[config.mk]
export PLATFORM = sky130hd
export DESIGN_NAME = bbe_exec
export DESIGN_NICKNAME = d
export VERILOG_FILES = /design/src/bbe_pkg.sv /design/src/bbe_exec.sv
export SDC_FILE = /design/constraint.sdc
export NUM_CORES = 1
export LEC_CHECK = 0
export BUFFER_PORTS_ARGS = -buffer_cell sky130_fd_sc_hd__buf_2
export CAP_MARGIN = 15
export CORE_AREA = 2 2 112 114
export CTS_CLUSTER_DIAMETER = 60
export DETAILED_ROUTE_END_ITERATION = 8
export DIE_AREA = 0 0 114 116
export GPL_TIMING_DRIVEN = 0
export PLACE_DENSITY = 0.81
export SLEW_MARGIN = 20
export SYNTH_ARGS = -nofsm -noshare
export SYNTH_HDL_FRONTEND = slang
export SYNTH_SLANG_ARGS = --single-unit
[constraint.sdc]
create_clock -name pclk -period 4 [get_ports pclk]
set_clock_uncertainty 0.15 [all_clocks]
set_input_delay 0.8 -clock pclk [delete_from_list [all_inputs] [get_ports pclk]]
set_output_delay 0.8 -clock pclk [all_outputs]
set_load 0.01 [all_outputs]
[src/bbe_pkg.sv]
package bbe_pkg;

  // Data path and bus widths
  localparam int unsigned DATA_W   = 8;
  localparam int unsigned APB_W    = 32;
  localparam int unsigned ADDR_W   = 8;

  // Register byte offsets on the bus
  localparam logic [7:0] REG_CMD     = 8'h00;
  localparam logic [7:0] REG_PC      = 8'h04;
  localparam logic [7:0] REG_FLAGS   = 8'h08;
  localparam logic [7:0] REG_OPERAND = 8'h0c;
  localparam logic [7:0] REG_STATUS  = 8'h10;

  // Reset values
  localparam logic [7:0] FLAGS_RST   = 8'h00;
  localparam logic [7:0] OPERAND_RST = 8'h00;

  // Bit positions inside the status flags register
  localparam int FLAG_C = 0;
  localparam int FLAG_Z = 1;
  localparam int FLAG_N = 2;
  localparam int FLAG_V = 3;
  localparam int FLAG_H = 5;
  localparam int FLAG_T = 6;
  localparam int FLAG_I = 7;

  // Command word fields
  localparam int CMD_OP_LSB   = 0;
  localparam int CMD_OP_W     = 5;
  localparam int CMD_SEL_LSB  = 5;
  localparam int CMD_SEL_W    = 3;
  localparam int CMD_K_LSB    = 8;
  localparam int CMD_K_W      = 7;
  localparam int CMD_IO_LSB   = 16;
  localparam int CMD_IO_W     = 5;
  localparam int CMD_LONG_BIT = 24;

  // Status register fields
  localparam int STAT_BUSY_BIT  = 0;
  localparam int STAT_TAKEN_BIT = 1;
  localparam int STAT_CYC_LSB   = 4;
  localparam int STAT_CYC_W     = 2;

  // Cycle figures per instruction outcome
  localparam logic [1:0] CYC_SINGLE     = 2'h1;
  localparam logic [1:0] CYC_TAKEN      = 2'h2;
  localparam logic [1:0] CYC_SKIP_SHORT = 2'h2;
  localparam logic [1:0] CYC_SKIP_LONG  = 2'h3;
  localparam logic [1:0] CYC_IO_BIT     = 2'h2;
  localparam logic [1:0] HOLD_LAST      = 2'h1;

  // Program counter steps
  localparam int PC_STEP       = 1;
  localparam int SKIP_STEP_ONE = 2;
  localparam int SKIP_STEP_TWO = 3;

  // Operation codes, numbered from zero in this order
  typedef enum logic [4:0] {
    op_skip_io_bit_set, op_branch_status_bit_set, op_branch_status_bit_clear,
    op_branch_when_equal, op_branch_when_not_equal, op_branch_carry_set,
    op_branch_carry_clear, op_branch_same_or_higher, op_branch_when_lower,
    op_branch_negative, op_branch_positive, op_branch_signed_greater_equal,
    op_branch_signed_less, op_branch_half_carry_set, op_branch_half_carry_clear,
    op_branch_transfer_flag_set, op_branch_transfer_flag_clear,
    op_branch_overflow_set, op_branch_overflow_clear, op_branch_irq_enabled,
    op_branch_irq_disabled, op_set_io_bit, op_clear_io_bit,
    op_shift_left_logical, op_shift_right_logical, op_rotate_left_carry,
    op_rotate_right_carry, op_illegal
  } bbe_op_type;

  typedef enum logic [1:0] {st_idle, st_exec, st_hold, st_io_write} bbe_state_type;

endpackage : bbe_pkg

[src/bbe_exec.sv]
// Chosen here: the register offsets and register access over APB.
`timescale 1ns/1ps
`default_nettype none
module bbe_exec #(
  parameter int unsigned PC_W = 16
) (
  input  wire logic                          pclk,
  input  wire logic                          presetn,
  input  wire logic                          clk_en,
  input  wire logic [bbe_pkg::ADDR_W-1:0]    paddr,
  input  wire logic                          psel,
  input  wire logic                          penable,
  input  wire logic                          pwrite,
  input  wire logic [bbe_pkg::APB_W-1:0]     pwdata,
  output logic                               pready,
  output logic [bbe_pkg::APB_W-1:0]          prdata,
  output logic                               pslverr,
  output logic [bbe_pkg::CMD_IO_W-1:0]       io_addr,
  output logic                               io_re,
  input  wire logic [bbe_pkg::DATA_W-1:0]    io_rdata,
  output logic                               io_we,
  output logic [bbe_pkg::DATA_W-1:0]         io_wdata
);

  bbe_pkg::bbe_state_type          state,     next_state;
  bbe_pkg::bbe_op_type             op,        next_op;
  logic [bbe_pkg::CMD_SEL_W-1:0]   sel,       next_sel;
  logic [bbe_pkg::CMD_K_W-1:0]     koff,      next_koff;
  logic                            long_next, next_long_next;
  logic [PC_W-1:0]                 pc,        next_pc;
  logic [bbe_pkg::DATA_W-1:0]      flags,     next_flags;
  logic [bbe_pkg::DATA_W-1:0]      operand,   next_operand;
  logic [1:0]                      hold_cnt,  next_hold_cnt;
  logic [1:0]                      cycles,    next_cycles;
  logic                            taken,     next_taken;
  logic                            rd_valid,  next_rd_valid;
  logic [bbe_pkg::CMD_IO_W-1:0]    next_io_addr;
  logic [bbe_pkg::DATA_W-1:0]      next_io_wdata;
  logic [bbe_pkg::APB_W-1:0]       next_prdata;

  logic                            is_branch;
  logic                            cond;
  logic                            is_shift;
  logic [bbe_pkg::DATA_W-1:0]      shift_res;
  logic                            shift_c;
  logic [PC_W-1:0]                 k_ext;
  logic [PC_W-1:0]                 target;
  logic [bbe_pkg::DATA_W-1:0]      bit_mask;
  logic                            busy;
  logic                            access;
  logic                            addr_ok;
  logic                            cmd_ok;
  logic                            wr_en;
  logic [bbe_pkg::CMD_OP_W-1:0]    wr_op;

  // Bus side decode; a frozen core holds the transfer open, and a read
  // whose setup edge was frozen waits one more cycle for its data
  assign pready  = clk_en && (pwrite || rd_valid);
  assign busy    = (state != bbe_pkg::st_idle);
  assign access  = psel && penable;
  assign wr_op   = pwdata[bbe_pkg::CMD_OP_LSB +: bbe_pkg::CMD_OP_W];
  assign cmd_ok  = (wr_op < bbe_pkg::op_illegal);
  assign addr_ok = (paddr == bbe_pkg::REG_CMD) || (paddr == bbe_pkg::REG_PC)
                || (paddr == bbe_pkg::REG_FLAGS) || (paddr == bbe_pkg::REG_OPERAND)
                || (paddr == bbe_pkg::REG_STATUS);

  // Writes refused while executing, to status, or with a bad opcode
  always_comb
  begin
    pslverr = 1'b0;
    if (access)
    begin
      if (!addr_ok)
        pslverr = 1'b1;
      else if (pwrite && (busy || (paddr == bbe_pkg::REG_STATUS)))
        pslverr = 1'b1;
      else if (pwrite && (paddr == bbe_pkg::REG_CMD) && !cmd_ok)
        pslverr = 1'b1;
    end
  end

  assign wr_en = access && pwrite && !pslverr;

  // Signed offset widened to the program counter
  assign k_ext  = {{(PC_W - bbe_pkg::CMD_K_W){koff[bbe_pkg::CMD_K_W-1]}}, koff};
  assign target = pc + PC_W'(bbe_pkg::PC_STEP) + k_ext;
  assign bit_mask = {{(bbe_pkg::DATA_W-1){1'b0}}, 1'b1} << sel;

  // Branch condition per opcode
  always_comb
  begin
    is_branch = 1'b1;
    cond      = 1'b0;
    case (op)
      bbe_pkg::op_branch_status_bit_set:    cond = flags[sel];
      bbe_pkg::op_branch_status_bit_clear:  cond = !flags[sel];
      bbe_pkg::op_branch_when_equal:        cond = flags[bbe_pkg::FLAG_Z];
      bbe_pkg::op_branch_when_not_equal:    cond = !flags[bbe_pkg::FLAG_Z];
      bbe_pkg::op_branch_carry_set:         cond = flags[bbe_pkg::FLAG_C];
      bbe_pkg::op_branch_when_lower:        cond = flags[bbe_pkg::FLAG_C];
      bbe_pkg::op_branch_carry_clear:       cond = !flags[bbe_pkg::FLAG_C];
      bbe_pkg::op_branch_same_or_higher:    cond = !flags[bbe_pkg::FLAG_C];
      bbe_pkg::op_branch_negative:          cond = flags[bbe_pkg::FLAG_N];
      bbe_pkg::op_branch_positive:          cond = !flags[bbe_pkg::FLAG_N];
      bbe_pkg::op_branch_signed_greater_equal:
        cond = !(flags[bbe_pkg::FLAG_N] ^ flags[bbe_pkg::FLAG_V]);
      bbe_pkg::op_branch_signed_less:
        cond = flags[bbe_pkg::FLAG_N] ^ flags[bbe_pkg::FLAG_V];
      bbe_pkg::op_branch_half_carry_set:    cond = flags[bbe_pkg::FLAG_H];
      bbe_pkg::op_branch_half_carry_clear:  cond = !flags[bbe_pkg::FLAG_H];
      bbe_pkg::op_branch_transfer_flag_set: cond = flags[bbe_pkg::FLAG_T];
      bbe_pkg::op_branch_transfer_flag_clear: cond = !flags[bbe_pkg::FLAG_T];
      bbe_pkg::op_branch_overflow_set:      cond = flags[bbe_pkg::FLAG_V];
      bbe_pkg::op_branch_overflow_clear:    cond = !flags[bbe_pkg::FLAG_V];
      bbe_pkg::op_branch_irq_enabled:       cond = flags[bbe_pkg::FLAG_I];
      bbe_pkg::op_branch_irq_disabled:      cond = !flags[bbe_pkg::FLAG_I];
      default:                              is_branch = 1'b0;
    endcase
  end

  // Shifter; the old carry feeds the rotates
  always_comb
  begin
    is_shift  = 1'b1;
    shift_res = operand;
    shift_c   = flags[bbe_pkg::FLAG_C];
    case (op)
      bbe_pkg::op_shift_left_logical:
      begin
        shift_res = {operand[bbe_pkg::DATA_W-2:0], 1'b0};
        shift_c   = operand[bbe_pkg::DATA_W-1];
      end
      bbe_pkg::op_shift_right_logical:
      begin
        shift_res = {1'b0, operand[bbe_pkg::DATA_W-1:1]};
        shift_c   = operand[0];
      end
      bbe_pkg::op_rotate_left_carry:
      begin
        shift_res = {operand[bbe_pkg::DATA_W-2:0], flags[bbe_pkg::FLAG_C]};
        shift_c   = operand[bbe_pkg::DATA_W-1];
      end
      bbe_pkg::op_rotate_right_carry:
      begin
        shift_res = {flags[bbe_pkg::FLAG_C], operand[bbe_pkg::DATA_W-1:1]};
        shift_c   = operand[0];
      end
      default: is_shift = 1'b0;
    endcase
  end

  // I/O strobes: read in the first cycle, write-back in the second
  assign io_re = (state == bbe_pkg::st_exec) && ((op == bbe_pkg::op_skip_io_bit_set)
              || (op == bbe_pkg::op_set_io_bit) || (op == bbe_pkg::op_clear_io_bit));
  assign io_we = (state == bbe_pkg::st_io_write);

  // Next values of the whole core state
  always_comb
  begin
    next_state     = state;
    next_op        = op;
    next_sel       = sel;
    next_koff      = koff;
    next_long_next = long_next;
    next_pc        = pc;
    next_flags     = flags;
    next_operand   = operand;
    next_hold_cnt  = hold_cnt;
    next_cycles    = cycles;
    next_taken     = taken;
    next_io_addr   = io_addr;
    next_io_wdata  = io_wdata;
    next_prdata    = prdata;
    next_rd_valid  = psel && !pwrite && !(penable && rd_valid);
    // Read data latched once per read, then held until the access ends
    if (psel && !pwrite && !rd_valid)
    begin
      next_prdata = '0;
      case (paddr)
        bbe_pkg::REG_PC:      next_prdata[PC_W-1:0] = pc;
        bbe_pkg::REG_FLAGS:   next_prdata[bbe_pkg::DATA_W-1:0] = flags;
        bbe_pkg::REG_OPERAND: next_prdata[bbe_pkg::DATA_W-1:0] = operand;
        bbe_pkg::REG_STATUS:
        begin
          next_prdata[bbe_pkg::STAT_BUSY_BIT]  = busy;
          next_prdata[bbe_pkg::STAT_TAKEN_BIT] = taken;
          next_prdata[bbe_pkg::STAT_CYC_LSB +: bbe_pkg::STAT_CYC_W] = cycles;
        end
        bbe_pkg::REG_CMD:
        begin
          next_prdata[bbe_pkg::CMD_OP_LSB +: bbe_pkg::CMD_OP_W]   = op;
          next_prdata[bbe_pkg::CMD_SEL_LSB +: bbe_pkg::CMD_SEL_W] = sel;
          next_prdata[bbe_pkg::CMD_K_LSB +: bbe_pkg::CMD_K_W]     = koff;
          next_prdata[bbe_pkg::CMD_IO_LSB +: bbe_pkg::CMD_IO_W]   = io_addr;
          next_prdata[bbe_pkg::CMD_LONG_BIT]                      = long_next;
        end
        default: next_prdata = '0;
      endcase
    end
    // Register writes only land while idle
    if (wr_en)
    begin
      case (paddr)
        bbe_pkg::REG_PC:      next_pc      = pwdata[PC_W-1:0];
        bbe_pkg::REG_FLAGS:   next_flags   = pwdata[bbe_pkg::DATA_W-1:0];
        bbe_pkg::REG_OPERAND: next_operand = pwdata[bbe_pkg::DATA_W-1:0];
        bbe_pkg::REG_CMD:
        begin
          next_op        = bbe_pkg::bbe_op_type'(wr_op);
          next_sel       = pwdata[bbe_pkg::CMD_SEL_LSB +: bbe_pkg::CMD_SEL_W];
          next_koff      = pwdata[bbe_pkg::CMD_K_LSB +: bbe_pkg::CMD_K_W];
          next_io_addr   = pwdata[bbe_pkg::CMD_IO_LSB +: bbe_pkg::CMD_IO_W];
          next_long_next = pwdata[bbe_pkg::CMD_LONG_BIT];
          next_taken     = 1'b0;
          next_state     = bbe_pkg::st_exec;
        end
        default: next_state = state;
      endcase
    end
    case (state)
      bbe_pkg::st_exec:
      begin
        next_pc     = pc + PC_W'(bbe_pkg::PC_STEP);
        next_cycles = bbe_pkg::CYC_SINGLE;
        next_state  = bbe_pkg::st_idle;
        if (is_branch && cond)
        begin
          next_pc       = target;
          next_taken    = 1'b1;
          next_cycles   = bbe_pkg::CYC_TAKEN;
          next_hold_cnt = bbe_pkg::CYC_TAKEN - bbe_pkg::CYC_SINGLE;
          next_state    = bbe_pkg::st_hold;
        end
        else if ((op == bbe_pkg::op_skip_io_bit_set) && io_rdata[sel])
        begin
          // Skip length depends on the size of the instruction passed over
          next_taken = 1'b1;
          if (long_next)
          begin
            next_pc       = pc + PC_W'(bbe_pkg::SKIP_STEP_TWO);
            next_cycles   = bbe_pkg::CYC_SKIP_LONG;
            next_hold_cnt = bbe_pkg::CYC_SKIP_LONG - bbe_pkg::CYC_SINGLE;
          end
          else
          begin
            next_pc       = pc + PC_W'(bbe_pkg::SKIP_STEP_ONE);
            next_cycles   = bbe_pkg::CYC_SKIP_SHORT;
            next_hold_cnt = bbe_pkg::CYC_SKIP_SHORT - bbe_pkg::CYC_SINGLE;
          end
          next_state = bbe_pkg::st_hold;
        end
        else if ((op == bbe_pkg::op_set_io_bit) || (op == bbe_pkg::op_clear_io_bit))
        begin
          // Read-modify-write keeps the other bits of the register
          if (op == bbe_pkg::op_set_io_bit)
            next_io_wdata = io_rdata | bit_mask;
          else
            next_io_wdata = io_rdata & ~bit_mask;
          next_cycles = bbe_pkg::CYC_IO_BIT;
          next_state  = bbe_pkg::st_io_write;
        end
        else if (is_shift)
        begin
          // Overflow follows N xor C for every shift and rotate
          next_operand                  = shift_res;
          next_flags[bbe_pkg::FLAG_Z]   = (shift_res == '0);
          next_flags[bbe_pkg::FLAG_C]   = shift_c;
          next_flags[bbe_pkg::FLAG_N]   = shift_res[bbe_pkg::DATA_W-1];
          next_flags[bbe_pkg::FLAG_V]   = shift_res[bbe_pkg::DATA_W-1] ^ shift_c;
        end
      end
      bbe_pkg::st_hold:
      begin
        next_hold_cnt = hold_cnt - bbe_pkg::HOLD_LAST;
        if (hold_cnt == bbe_pkg::HOLD_LAST)
          next_state = bbe_pkg::st_idle;
      end
      bbe_pkg::st_io_write: next_state = bbe_pkg::st_idle;
      default:              next_state = next_state;
    endcase
  end

  // State registers; low clock enable freezes everything
  always_ff @(posedge pclk or negedge presetn)
  begin
    if (!presetn)
    begin
      state     <= bbe_pkg::st_idle;
      op        <= bbe_pkg::op_illegal;
      sel       <= '0;
      koff      <= '0;
      long_next <= 1'b0;
      pc        <= '0;
      flags     <= bbe_pkg::FLAGS_RST;
      operand   <= bbe_pkg::OPERAND_RST;
      hold_cnt  <= '0;
      cycles    <= '0;
      taken     <= 1'b0;
      io_addr   <= '0;
      io_wdata  <= '0;
      prdata    <= '0;
      rd_valid  <= 1'b0;
    end
    else if (clk_en)
    begin
      state     <= next_state;
      op        <= next_op;
      sel       <= next_sel;
      koff      <= next_koff;
      long_next <= next_long_next;
      pc        <= next_pc;
      flags     <= next_flags;
      operand   <= next_operand;
      hold_cnt  <= next_hold_cnt;
      cycles    <= next_cycles;
      taken     <= next_taken;
      io_addr   <= next_io_addr;
      io_wdata  <= next_io_wdata;
      prdata    <= next_prdata;
      rd_valid  <= next_rd_valid;
    end
  end

  logic go;
  assign go = clk_en && (state == bbe_pkg::st_exec);
endmodule : bbe_exec
`default_nettype wire

# After elaboration in Yosys (flattened, before gate mapping)
# Cells that the tools add are included.
classes:
  muxes: 62
  eq_ne: 35
  shift: 1
  addsub: 5
  bitwise: 7
  order_cmp: 2
  n_reduce_logical: 57
ops:
  columns: ["operator", "n"]
  rows:
  - ["16-bit two-way mux", 6]
  - ["8-bit two-way mux", 8]
  - ["5-bit == test, second input constant", 11]
  - ["5-bit by 4-bit == test with 1-bit output, second input constant", 8]
  - ["16-bit by 2-bit adder with 16-bit output, second input constant", 2]
  - ["8-bit one-hot mux with 4 select lines", 1]
  - ["4-bit two-way mux", 7]
  - ["2-bit two-way mux", 12]
  - ["5-bit by 3-bit == test with 1-bit output, second input constant", 4]
  - ["2-bit one-hot mux with 5 select lines", 2]
  - ["20-bit OR reduction", 1]
  - ["1-bit one-hot mux with 18 select lines", 1]
  - ["16-bit by 1-bit adder with 16-bit output, second input constant", 1]
  - ["16-bit adder", 1]
  - ["8-bit by 4-bit == test with 1-bit output, second input constant", 2]
  - ["8-bit logical NOT", 2]
  - ["1-bit two-way mux", 16]
  - ["2-bit one-hot mux with 4 select lines", 2]
  - ["1-bit logical AND", 14]
  - ["1-bit logical NOT", 14]
  - ["7-bit one-hot mux with 2 select lines", 1]
  - ["3-bit AND reduction", 4]
  - ["5-bit by 2-bit == test with 1-bit output, second input constant", 2]
  - ["1-bit logical OR", 9]
  - ["26 further kinds", 38]
word_totals:
  wordCells: 185
  ff_bits: 91
  input_bits: 54
  output_inout_bits: 49

# Longest topological paths before layout
# Gate-level depths: netlist of run 1.
logic_depth:
  ltp_word: 15
  depth_mapped: 14
  depth_no_buf: 13

# Least setup slack after synthesis of run 1
# Ideal clock, no wire load.
synth_timing:
  path_kind: "register to register"
  start: "reg pc[1]"
  end: "reg pc[14]"
  t_required_ns: 3.727
  arrival_time_ns: 2.814
  period_less_slack_ns: 3.087
  path_buffers: 0
  slack_ns: 0.913
  stages_incl_launch_ff: 13
  setup_ns: 0.123
  cell_sequence: "dfrtp_1 ha_1 nand2_1 nor2_1 xor2_1 ha_1 a21o_1 a21o_1 a2111oi_0 o31ai_1 a31oi_1 mux2i_1 nor2_1"
synth_via:
  elab_chain_cells: 5
  elab_cells_between_ends: 8
  cone_classes: "add/sub: 4; mux: 4"
synth_lines:
  columns: ["item", "line", "rtl"]
  rows:
  - ["start: declaration", "bbe_exec.sv:30", "logic [PC_W-1:0] pc, next_pc;"]
  - ["start signal: assignment", "bbe_exec.sv:311", "pc <= next_pc;"]
  - ["parallel branches: the longest is 3 deep, another holds 16-bit by 1-bit adder with 16-bit output", null, null]
  - ["16-bit two-way mux (*)", "bbe_exec.sv:226", "if (is_branch && cond)"]
  - ["16-bit two-way mux (*)", "bbe_exec.sv:220", "case (state)"]
# Mark *: on every way between the ends.
# A chain may end at the register's enable or synchronous reset.

# Final worst setup path of run 1
layout_timing:
  start: "reg pc[3]"
  end: "reg pc[14]"
# The elaborated chain is that of the path after synthesis.

==> reports/metrics.csv, run 1 <==
stage,metric,value,unit
setup_path,cells along the critical path,buf_2 -> nand4_1 -> or2_1 -> clkbuf_1 -> xnor2_1 -> ha_1 -> a21o_1 -> a2111oi_1 -> o31ai_1 -> a31oi_1 -> mux2i_1 -> nor2_1,
timing,Max Freq,271,MHz
timing,Slew Limit Fails,0,
floorplanning,initial core utilization,58.4,%
detailed_routing,DRT Pass-1 Iters,6,
layout,"most common cell after layout, fill and taps aside",buf_2,
layout,area occupied by multi-input gates,4290,um^2
grt,GRT met1 Usage,44.4,%
clock_tree,CTS root buf,clkbuf_16,
grt,GRT Util Overall,31.7,%
logic_synthesis,ys flop type,dfrtp_1,
clock_tree,Skew-Pair Late Insertion Delay,0.36,ns
setup_path,critical path launch point type,flip-flop,
grt,initial antenna violation count,1,
setup_path,Crit Path Class,flip-flop to flip-flop,
detailed_routing,vias per cell,6.41,
detailed_routing,WL/cell,19.8,um
place,I/O Buffers,82,
logic_synthesis,Post-synth EDFFs,0,
layout,# nets final,959,
logic_synthesis,Synth Instances,776,
clock_tree,CTS sink cnt,91,
pwr,Leak,3.74,nW
clock_tree,CTS tree,done,
timing,RSZ-0062 raised after global routing,false,
detailed_routing,Remaining DRCs,0,
timing,Final period util,92.3,%
clock_tree,worst-case clock buffer depth,2,
timing,Tmin final,3.69,ns
place,DP HPWL,14700,um
clock_tree,H-tree depth,3,
logic_synthesis,asr flop ratio synth,100,%
floorplanning,Die Wd,114,um
detailed_routing,Routed Antenna Nets,0,
timing,Max-slew headroom,42.0,%
timing,Final setup viols,0,
setup_path,largest fanout on the critical path,9,
setup_path,CP max stage delay,0.53,ns
grt,grt total ovfl,0,
detailed_routing,Initial DRC Count,710,
pwr,power per cell area,415,nW/um^2
logic_synthesis,syn avg cell area,8.96,um^2
layout,fillers,992,
logic_synthesis,Synth cell types,85,
layout,Post-Route Utilization,66.8,%
setup_path,CP Capture Type,flip-flop,
logic_synthesis,Synth Register Bits,91,
layout,register area,2280,um^2
grt,GRT met2 Usage,49.0,%
floorplanning,chip height,116,um
floorplanning,Die ar.,13200,um^2
place,gpl congestion,0.986,
timing,Slew @ Worst Pin,0.862,ns
timing,final hold violations,0,
detailed_routing,DR vias,6613,
clock_tree,clock buffer count from CTS,9,
clock_tree,Post-CTS Resized,0,
grt,vias in the first global route,6081,
min_path,worst hold path class,input pin to async pin,
logic_synthesis,Synth Warn #,0,
layout,Antenna Cells,0,
run,Max Cap Viol,0,
logic_synthesis,sequential share of the synthesized area,32.8,%
timing,setup TNS,0,ns
grt,first-pass GRT wire length,32600,um
clock_tree,hold buffer count at cts,0,
run_status,status,"complete, no violations",
logic_synthesis,Mapped Area,6960,um^2
grt,largest net degree at the start of global routing,81,
pwr,Max IR drop VDD,212,uV
layout,"commonest cells after routing, fill and taps aside","99 x buf_2, 87 x dfrtp_1, 86 x nor2_1, 64 x nand2_1, 51 x a21oi_1",
detailed_routing,Total Routed Length,20400,um
clock_tree,Post-CTS Setup Bufs,0,
floorplanning,Rows,40,
setup_path,WP data arrival,3.79,ns
layout,synth-to-layout area growth,14.4,%
setup_path,slowest CP cell,a2111oi_1,
floorplanning,Ports,103,
floorplanning,core area,11900,um^2
setup_path,Worst Path Required,4.09,ns
setup_path,Reg2Reg Depth,12,
grt,met3 Use GR,5.91,%
grt,GRT busiest layer,met2,
layout,share of cells above drive strength 1,21.6,%
clock_tree,Clock Pin Slew Worst Setup and Hold Paths,0.07,ns
## layout make-up
| class | count | area share, % |
|---|---|---|
| buffer | 68 | 4.55 |
| clock buffer | 11 | 3.18 |
| clock inverter | 5 | 1.04 |
| inverter | 16 | 0.755 |
| multi-input combinational | 610 | 53.9 |
| sequential | 91 | 28.7 |
| tap | 147 | 2.31 |
| timing repair buffer | 83 | 5.58 |
## cells in the mapped netlist, types with 3 or more instances
cell type  number  area share [%]
a211oi_1        5            0.54
a21o_1          7            0.76
a21oi_1        51             3.7
a221o_1         6            0.86
a221oi_1       14             1.8
a22o_1          9             1.1
a31oi_1         9            0.81
and2_1          3            0.27
and3_1          9            0.81
buf_1           3            0.16
buf_2          18             1.3
buf_4          12             1.3
buf_6           5            0.81
clkbuf_1       29             1.6
dfrtp_1        87              31
dfstp_2         4             1.5
ha_1           25             4.5
inv_1          16            0.86
mux2_1          6            0.97
mux2_2          8             1.3
mux2_4         20             4.3
mux2i_1        24             3.5
mux4_2          5             1.6
nand2_1        64             3.5
nand2b_1        3            0.27
nand3_1        33             2.4
nand3b_1        4            0.43
nand4_1         6            0.54
nand4b_1        5            0.63
nor2_1         86             4.6
nor2b_1         6            0.54
nor3_1         13            0.94
nor3b_1        14             1.5
nor4bb_1        3            0.43
o211ai_1        8            0.86
o21a_1          3            0.32
o21ai_0        28             2.0
o21ai_1         9            0.65
o22ai_1         4            0.36
o31ai_1        13             1.4
or2_1           3            0.27
xnor2_1        22             2.8
xor2_1         20             2.5
## worst max-delay path: cells and delay by family, from the launching register on
kind            cells  cell delay [ns]
compound gates      4             1.22
mux                 1             0.22
fa+ha+maj           1             0.36
simple gates        3             0.69
flops               1             0.32
xor+xnor            1             0.17
buf+inv             2             0.45
## sequential cells by signal, indices dropped and copies added (netlist names)
name,cells
rd_valid,1
sel,3
pc,16
koff,7
op,5
state,2
prdata,22
hold_cnt,2
long_next,1
io_addr,5
cycles,2
taken,1
operand,8
io_wdata,8
flags,8
## worst paths after layout
check	from	end	slack [ns]
max in group asynchronous	presetn	op[4]	2.94
max reg2reg	pc[3]	pc[14]	0.31
min in group pclk	prdata[20]	prdata[20]	0.31
max	pc[3]	pc[14]	0.31
min reg2reg	prdata[20]	prdata[20]	0.31
min	presetn	pc[2]	0.09
## stage by stage
stage	setup slack (ns)	cell area [um^2]	std cells	hold WS [ns]	power [mW]
floorplan	0.913	6990	785	0.294	1.99
global placement	0.351	7580	1014	0.294	2.28
detailed placement	0.311	7620	1015	0.301	2.31
CTS	0.295	7950	1031	0.0959	3.27
global route	0.0117	7960	1031	0.102	3.47
finish	0.307	7960	1031	0.0946	3.30
## power breakdown
group	switching [mW]	internal, mW
Combinational	0.705	0.470
Clock	0.393	0.586
Sequential	0.101	1.05
## kinds of logic (layout without fill, tap and decap cells)
logic type	after synthesis	count (layout)	share of synthesized area (%)
buf+inv	84	183	6.06
mux	63	63	11.7
fa+ha+maj	26	26	4.78
compound gates	196	196	19.2
flops	91	91	32.8
other cells	1	10	0.0539
xor+xnor	42	42	5.29
simple gates	273	273	20.1
## routing by layer
layer	vias to the layer above	wire, um
li1	3015	-
met1	3182	8800
met2	371	9130
met3	45	1920
met4	0	520
met5	-	0
Power figures use the tool's default switching activity.
==> run 2, diff against run 1 <==
--- a/config.mk
+++ b/config.mk
@@ -5,12 +5,13 @@
 export SDC_FILE = /design/constraint.sdc
 export NUM_CORES = 1
 export LEC_CHECK = 0
+export ABC_AREA = 1
 export BUFFER_PORTS_ARGS = -buffer_cell sky130_fd_sc_hd__buf_2
 export CAP_MARGIN = 15
-export CORE_AREA = 2 2 112 114
+export CORE_AREA = 2 2 115 117
 export CTS_CLUSTER_DIAMETER = 60
 export DETAILED_ROUTE_END_ITERATION = 8
-export DIE_AREA = 0 0 114 116
+export DIE_AREA = 0 0 117 119
 export GPL_TIMING_DRIVEN = 0
 export PLACE_DENSITY = 0.81
 export SLEW_MARGIN = 20
==> constraint.sdc (replaced) <==
create_clock -name pclk -period 3.8 [get_ports pclk]
set_clock_uncertainty 0.15 [all_clocks]
set_input_delay 0.76 -clock pclk [delete_from_list [all_inputs] [get_ports pclk]]
set_output_delay 0.76 -clock pclk [all_outputs]
set_load 0.01 [all_outputs]
==> run 2 against run 1 <==
Area after synthesis grew 6.3%. Critical path depth grew 4. Routed wire length rose by 14%. Critical endpoint is now pc[9].
==> reports/metrics.csv, run 2 <==
stage,metric,value,unit,change
setup_path,Crit Path Class,flip-flop to flip-flop,,
setup_path,CP Capture Type,flip-flop,,
run_status,status,"complete, no violations",,
place,gpl congestion,0.999,,+1.2%
grt,initial antenna violation count,0,,-1
detailed_routing,vias per cell,5.58,,-13%
setup_path,CP top delay family,simple AND/OR/NAND/NOR gates,,
clock_tree,clock buffer count from CTS,9,,unchanged
floorplanning,Die ar.,13900,um^2,+5.3%
floorplanning,chip height,119,um,+2.6%
clock_tree,worst-case clock buffer depth,2,,unchanged
clock_tree,hold buffer count at cts,0,,unchanged
clock_tree,CTS sink cnt,91,,unchanged
layout,Antenna Cells,0,,unchanged
timing,RSZ-0062 raised after global routing,false,,
grt,largest net degree at the start of global routing,80,,-1.2%
layout,"commonest cells after routing, fill and taps aside","380 x nand2_1, 114 x nor2_1, 103 x inv_1, 94 x buf_2, 87 x dfrtp_1",,
timing,setup TNS,0,ns,unchanged
setup_path,"most used cell, CP",nand2_1,,
logic_synthesis,Mapped Area,7400,um^2,+6.3%
setup_path,cells along the critical path,clkbuf_2 -> nand2_1 -> nor2_1 -> inv_1 -> nor2_1 -> xor2_1 -> ha_1 -> a21o_1 -> a21boi_0 -> nand3_1 -> nand2_1 -> nand2_1 -> a21oi_1 -> nand3_1 -> nand2_1 -> nand2_1,,
clock_tree,H-tree depth,3,,unchanged
run,Max Cap Viol,0,,unchanged
setup_path,critical path launch point type,flip-flop,,
logic_synthesis,Synth Instances,1113,,+43%
logic_synthesis,Synth Register Bits,91,,unchanged
detailed_routing,Total Routed Length,23200,um,+14%
clock_tree,Post-CTS Resized,0,,unchanged
logic_synthesis,ranking of synthesized cells by area,"dfrtp_1 29%, nand2_1 19%, nor2_1 5.8%, nand3_1 5.3%, inv_1 5.2%",,
logic_synthesis,Post-synth EDFFs,0,,unchanged
detailed_routing,DRT Pass-1 Iters,6,,unchanged
layout,"most common cell after layout, fill and taps aside",nand2_1,,
floorplanning,initial core utilization,57.4,%,-0.96 points
layout,largest registers,"prdata x22, pc x16",,
setup_path,WP data arrival,3.57,ns,-0.22 ns
grt,grt total ovfl,0,,unchanged
place,I/O Buffers,82,,unchanged
floorplanning,Die Wd,117,um,+2.6%
clock_tree,Clock Pin Slew Worst Setup and Hold Paths,0.07,ns,about the same
setup_path,CP max stage delay,0.39,ns,-0.14 ns
detailed_routing,Initial DRC Count,988,,+39%
detailed_routing,Routed Antenna Nets,0,,unchanged
logic_synthesis,share of the synthesized area in the top cell type,29.4,%,-1.9 points
timing,Final period util,91.4,%,-0.93 points
logic_synthesis,"count leader, synth",nand2_1,,
logic_synthesis,Synth cell types,49,,-42%
logic_synthesis,Commonest cells post-synth,"380 x nand2_1, 114 x nor2_1, 103 x inv_1",,
logic_synthesis,asr flop ratio synth,100,%,unchanged
pwr,power per cell area,433,nW/um^2,+4.3%
pwr,Leak,4.52,nW,+21%
place,DP HPWL,18100,um,+23%
floorplanning,Rows,42,,+5.0%
timing,Max-slew headroom,55.2,%,+13 points
min_path,worst hold path class,input pin to async pin,,
layout,max reg flops,22,,unchanged
setup_path,Worst Path Required,3.90,ns,-0.19 ns
clock_tree,CTS tree,done,,
logic_synthesis,sequential share of the synthesized area,30.9,%,-1.9 points
timing,Slew Limit Fails,0,,unchanged
clock_tree,Skew-Pair Late Insertion Delay,0.36,ns,about the same
setup_path,CP Buf/Inv Count,2,,unchanged
timing,Final setup viols,0,,unchanged
timing,Tmin final,3.47,ns,-0.220 ns
grt,vias in the first global route,6871,,+13%
setup_path,largest fanout on the critical path,6,,-3
logic_synthesis,syn avg cell area,6.64,um^2,-26%
clock_tree,Post-CTS Setup Bufs,0,,unchanged
logic_synthesis,Synth Warn #,0,,unchanged
detailed_routing,Remaining DRCs,0,,unchanged
floorplanning,core area,12900,um^2,+8.1%
timing,final hold violations,0,,unchanged
logic_synthesis,ys flop type,dfrtp_1,,
detailed_routing,DR vias,7799,,+18%
grt,first-pass GRT wire length,36300,um,+12%
timing,Max Freq,288,MHz,+6.3%
detailed_routing,WL/cell,16.6,um,-16%
timing,Slew @ Worst Pin,0.672,ns,-0.190 ns
layout,synth-to-layout area growth,13.3,%,
logic_synthesis,"area leader, netlist",dfrtp_1,,
timing,Fin Hold WS,0.0597,ns,-0.0349 ns
floorplanning,Ports,103,,unchanged
clock_tree,CTS root buf,clkbuf_16,,
grt,GRT Util Overall,33.9,%,+2.2 points
setup_path,slowest CP cell,a21boi_0,,
layout,share of cells above drive strength 1,15.7,%,-5.9 points
layout,# nets final,1296,,+35%
pwr,Max IR drop VDD,270,uV,+27%
layout,Top reg by flops,prdata,,
run 2: cell count changes after synthesis, sizes merged, moves of 22 or more:
| cell | before | now |
|---|---|---|
| nand2 | 65 | 399 |
| inv | 16 | 111 |
| nand3 | 34 | 84 |
| nor2 | 88 | 120 |
| mux2 | 34 | 8 |
| mux2i | 24 | 0 |
| o21ai | 39 | 61 |
run 2: per-layer routing:
| metal | up-vias | share of wire [%] | GRT usage [%] |
|---|---|---|---|
| met5 | - | 0 | 0 |
| met4 | 0 | 1.9 | 9.85 |
| met3 | 39 | 8.6 | 4.38 |
| met2 | 374 | 43 | 50.3 |
| met1 | 3589 | 46 | 51.5 |
| li1 | 3797 | - | - |
run 2: layout make-up:
cell class                 count  area (um^2)
timing repair buffer          83          444
buffer                        50          284
fill                        1216         4490
tap                          176          220
clock inverter                 6         48.8
sequential                    91         2280
inverter                     113          424
clock buffer                  10          239
multi-input combinational    868         4440
run 2: through the flow:
step / cells / cell area [um^2] / utilization (%) / power, mW / setup slack, ns
detailed placement: 1381 / 8090 / 62.9 / 2.72 / 0.446
global route: 1397 / 8380 / 65.1 / 3.88 / 0.118
floorplan: 1122 / 7430 / - / 2.29 / 1.16
global placement: 1380 / 8060 / 62.6 / 2.70 / 0.551
CTS: 1397 / 8380 / 65.1 / 3.61 / 0.417
finish: 1397 / 8380 / 65.1 / 3.63 / 0.327
run 2: power by group:
group / internal, mW / switching, mW / total (mW)
Clock: 0.469 / 0.415 / 0.884
Sequential: 1.11 / 0.141 / 1.25
Combinational: 0.521 / 0.974 / 1.50
Total: 2.10 / 1.53 / 3.63
run 2: path summary, 6_finish.rpt:
path	startpoint	endpoint	slack (ns)	cells after the start
worst max-delay path	pc[3]	pc[9]	0.33	16
worst min-delay path	presetn	pc[11]	0.06	1
worst max register to register	pc[3]	pc[9]	0.33	16
worst min register to register	prdata[16]	prdata[16]	0.32	2
max in group asynchronous	presetn	op[1]	2.78	2
min in group pclk	prdata[16]	prdata[16]	0.32	2
run 2: kinds of logic (layout without fill, tap and decap cells):
family	count (synthesis)	in the layout	synth area share, %
AND/OR/NAND/NOR	632	632	36.1
multiplexers	8	8	1.22
flip-flops	91	91	30.9
buffers and inverters	163	262	9.58
XOR/XNOR	34	34	4.21
other	1	10	0.0507
AO/OA/AOI/OAI	158	158	13.5
adder cells (fa/ha/maj)	26	26	4.50
run 2: worst reg2reg max path, delay by kind of cell, from the launching register on:
kind,cells,cell delay (ns)
buf+inv,2,0.32
xor+xnor,1,0.30
compound gates,3,0.75
flops,1,0.33
fa+ha+maj,1,0.34
simple gates,9,1.19
==> run 3, diff against run 2 <==
--- a/config.mk
+++ b/config.mk
@@ -5,13 +5,13 @@
 export SDC_FILE = /design/constraint.sdc
 export NUM_CORES = 1
 export LEC_CHECK = 0
-export ABC_AREA = 1
+export ABC_AREA = 0
 export BUFFER_PORTS_ARGS = -buffer_cell sky130_fd_sc_hd__buf_2
 export CAP_MARGIN = 15
-export CORE_AREA = 2 2 115 117
+export CORE_AREA = 2 2 112 114
 export CTS_CLUSTER_DIAMETER = 60
 export DETAILED_ROUTE_END_ITERATION = 8
-export DIE_AREA = 0 0 117 119
+export DIE_AREA = 0 0 114 116
 export GPL_TIMING_DRIVEN = 0
 export PLACE_DENSITY = 0.81
 export SLEW_MARGIN = 20
==> run 3 against run 2 <==
Power shrank 4.3%. Clock-buffer cell count grew 1. Hold slack lost 0.0029 ns. Critical path type unchanged. Combinational power shrank 17%. Maximum frequency shrank 3.5%. Non-clock buffer count grew 20. First-iteration DRC count shrank 19%. Sequential share of layout area grew 1.4 points. Sequential power shrank 3%. Design area shrank 4.8%. Largest power group unchanged.
==> reports/metrics.csv, run 3 (same netlist as run 1, synthesis figures left out) <==
stage,metric,value,unit,change
floorplanning,Rows,40,,-4.8%
timing,Fin Hold WS,0.0567,ns,-0.00295 ns
grt,largest net degree at the start of global routing,81,,+1.3%
timing,final hold violations,0,,unchanged
grt,vias in the first global route,6081,,-11%
layout,synth-to-layout area growth,14.7,%,
detailed_routing,WL/cell,19.7,um,+18%
floorplanning,initial core utilization,58.4,%,+0.96 points
detailed_routing,vias per cell,6.40,,+15%
setup_path,CP max stage delay,0.51,ns,+0.12 ns
floorplanning,Die Wd,114,um,-2.6%
clock_tree,H-tree depth,3,,unchanged
layout,"most common cell after layout, fill and taps aside",buf_2,,
layout,share of cells above drive strength 1,22.0,%,+6.3 points
detailed_routing,Initial DRC Count,796,,-19%
place,DP HPWL,14700,um,-19%
pwr,Leak,3.75,nW,-17%
detailed_routing,Total Routed Length,20300,um,-13%
layout,Antenna Cells,0,,unchanged
clock_tree,clock buffer count from CTS,9,,unchanged
place,dpl ws,0.111,ns,-0.335 ns
timing,Tmin final,3.60,ns,+0.126 ns
layout,# nets final,961,,-26%
setup_path,CP Capture Type,flip-flop,,
layout,max reg flops,22,,unchanged
timing,Slew Limit Fails,0,,unchanged
setup_path,slowest CP cell,a311oi_1,,
floorplanning,core area,11900,um^2,-7.5%
setup_path,WP data arrival,3.69,ns,+0.12 ns
setup_path,largest fanout on the critical path,9,,+3
setup_path,CP top delay family,compound AO/OA/AOI/OAI gates,,
clock_tree,CTS tree,done,,
grt,grt total ovfl,0,,unchanged
run,Max Cap Viol,0,,unchanged
timing,Final period util,94.7,%,+3.3 points
setup_path,register-to-register setup slack,0.20,ns,-0.13 ns
grt,GRT Util Overall,31.7,%,-2.2 points
layout,fin cells,1033,,-26%
place,I/O Buffers,82,,unchanged
setup_path,Critical Path Stages,13,,-3
grt,first-pass GRT wire length,32600,um,-10%
clock_tree,CTS root buf,clkbuf_16,,
layout,Final Instance Area,7980,um^2,-4.8%
timing,final setup margin,0.201,ns,-0.126 ns
setup_path,cells along the critical path,buf_2 -> nand4_1 -> or2_1 -> clkbuf_1 -> xnor2_1 -> ha_1 -> and3_1 -> a21boi_0 -> a311oi_1 -> o31ai_2 -> a31oi_1 -> xnor2_1 -> o2bb2ai_1,,
setup_path,critical path launch point type,flip-flop,,
place,gpl congestion,0.986,,-1.2%
clock_tree,Clock Pin Slew Worst Setup and Hold Paths,0.07,ns,about the same
place,Inst Count DP,1015,,-27%
setup_path,Worst Path Required,3.89,ns,about the same
clock_tree,CTS sink cnt,91,,unchanged
timing,setup TNS,0,ns,unchanged
detailed_routing,Routed Antenna Nets,0,,unchanged
detailed_routing,DR vias,6615,,-15%
clock_tree,worst-case clock buffer depth,2,,unchanged
detailed_routing,Remaining DRCs,0,,unchanged
floorplanning,Die ar.,13200,um^2,-5.0%
clock_tree,Skew-Pair Late Insertion Delay,0.35,ns,about the same
floorplanning,Ports,103,,unchanged
timing,Max-slew headroom,43.1,%,-12 points
timing,Final setup viols,0,,unchanged
detailed_routing,DRT Pass-1 Iters,5,,-1
run_status,status,"complete, no violations",,
layout,largest registers,"prdata x22, pc x16",,
layout,Top reg by flops,prdata,,
clock_tree,hold buffer count at cts,0,,unchanged
setup_path,Crit Path Class,flip-flop to flip-flop,,
setup_path,CP Buf/Inv Count,2,,unchanged
pwr,Max IR drop VDD,223,uV,-17%
layout,"commonest cells after routing, fill and taps aside","99 x buf_2, 87 x dfrtp_1, 86 x nor2_1, 64 x nand2_1, 51 x a21oi_1",,
floorplanning,chip height,116,um,-2.5%
timing,Max Freq,278,MHz,-3.5%
setup_path,Reg2Reg Depth,13,,-3
min_path,worst hold path class,input pin to async pin,,
grt,initial antenna violation count,1,,+1
pwr,Total Power,3.48,mW,-4.3%
place,Placed Area,7620,um^2,-5.9%
timing,Slew @ Worst Pin,0.846,ns,+0.174 ns
pwr,power per cell area,436,nW/um^2,+0.50%
layout,Post-Route Utilization,67.0,%,+1.9 points
setup_path,"most used cell, CP",xnor2_1,,
[run 3: changes by cell type in the layout (fill, tap and decap cells not counted), sizes merged, moves of 13 or more]
cell    delta
nor3b     +15
nand2    -334
xnor2     +16
mux2i     +24
inv       -95
clkbuf    +13
mux2      +26
o21ai     -22
nand3     -50
a21oi     +15
nor2      -32
[run 3: worst paths after layout]
path / start / end
setup / recovery: pc[3] / pc[15]
max in group asynchronous: presetn / op[0]
hold reg to reg: prdata[20] / prdata[20]
hold / removal: presetn / pc[2]
setup reg to reg: pc[3] / pc[15]
min in group pclk: prdata[20] / prdata[20]
[run 3: worst register-to-register path: cells and delay by family, from the launching register on]
kind | cells | cell delay (ns)
AOI/OAI and AO/OA | 5 | 1.14
and+or+nand+nor | 3 | 0.76
xor gates and xnor gates | 2 | 0.32
buffers and inverters | 2 | 0.44
DFF | 1 | 0.32
adders and majority gates | 1 | 0.36
[run 3: final cells by class]
type                    count  area (um^2)
fillers                   985         3930
flip-flops and latches     91         2280
plain buffers              68          362
clock inverters             5         82.6
repair buffers             85          459
clock buffers              11          253
well taps                 147          184
multi-input cells         610         4300
inverters                  16         60.1
[run 3: routing by layer]
metal  track usage [%]  wire [um]  vias up
met5                 0          0        -
met4              12.3        601        0
met3              5.91       2050       55
met2              49.0       9090      422
met1              44.4       8590     3114
li1                  -          -     3024
[run 3: report_power, final]
group | switching, mW | internal, mW | total, mW
Combinational | 0.745 | 0.497 | 1.24
Clock | 0.407 | 0.616 | 1.02
Sequential | 0.104 | 1.10 | 1.21
Total | 1.26 | 2.22 | 3.48
[run 3: repair_timing]
item,4_1_cts,5_1_grt
endpoints found under the hold margin,0,0
buffers inserted,0,2
endpoints found under the setup margin,0,4
gates resized for setup,0,3
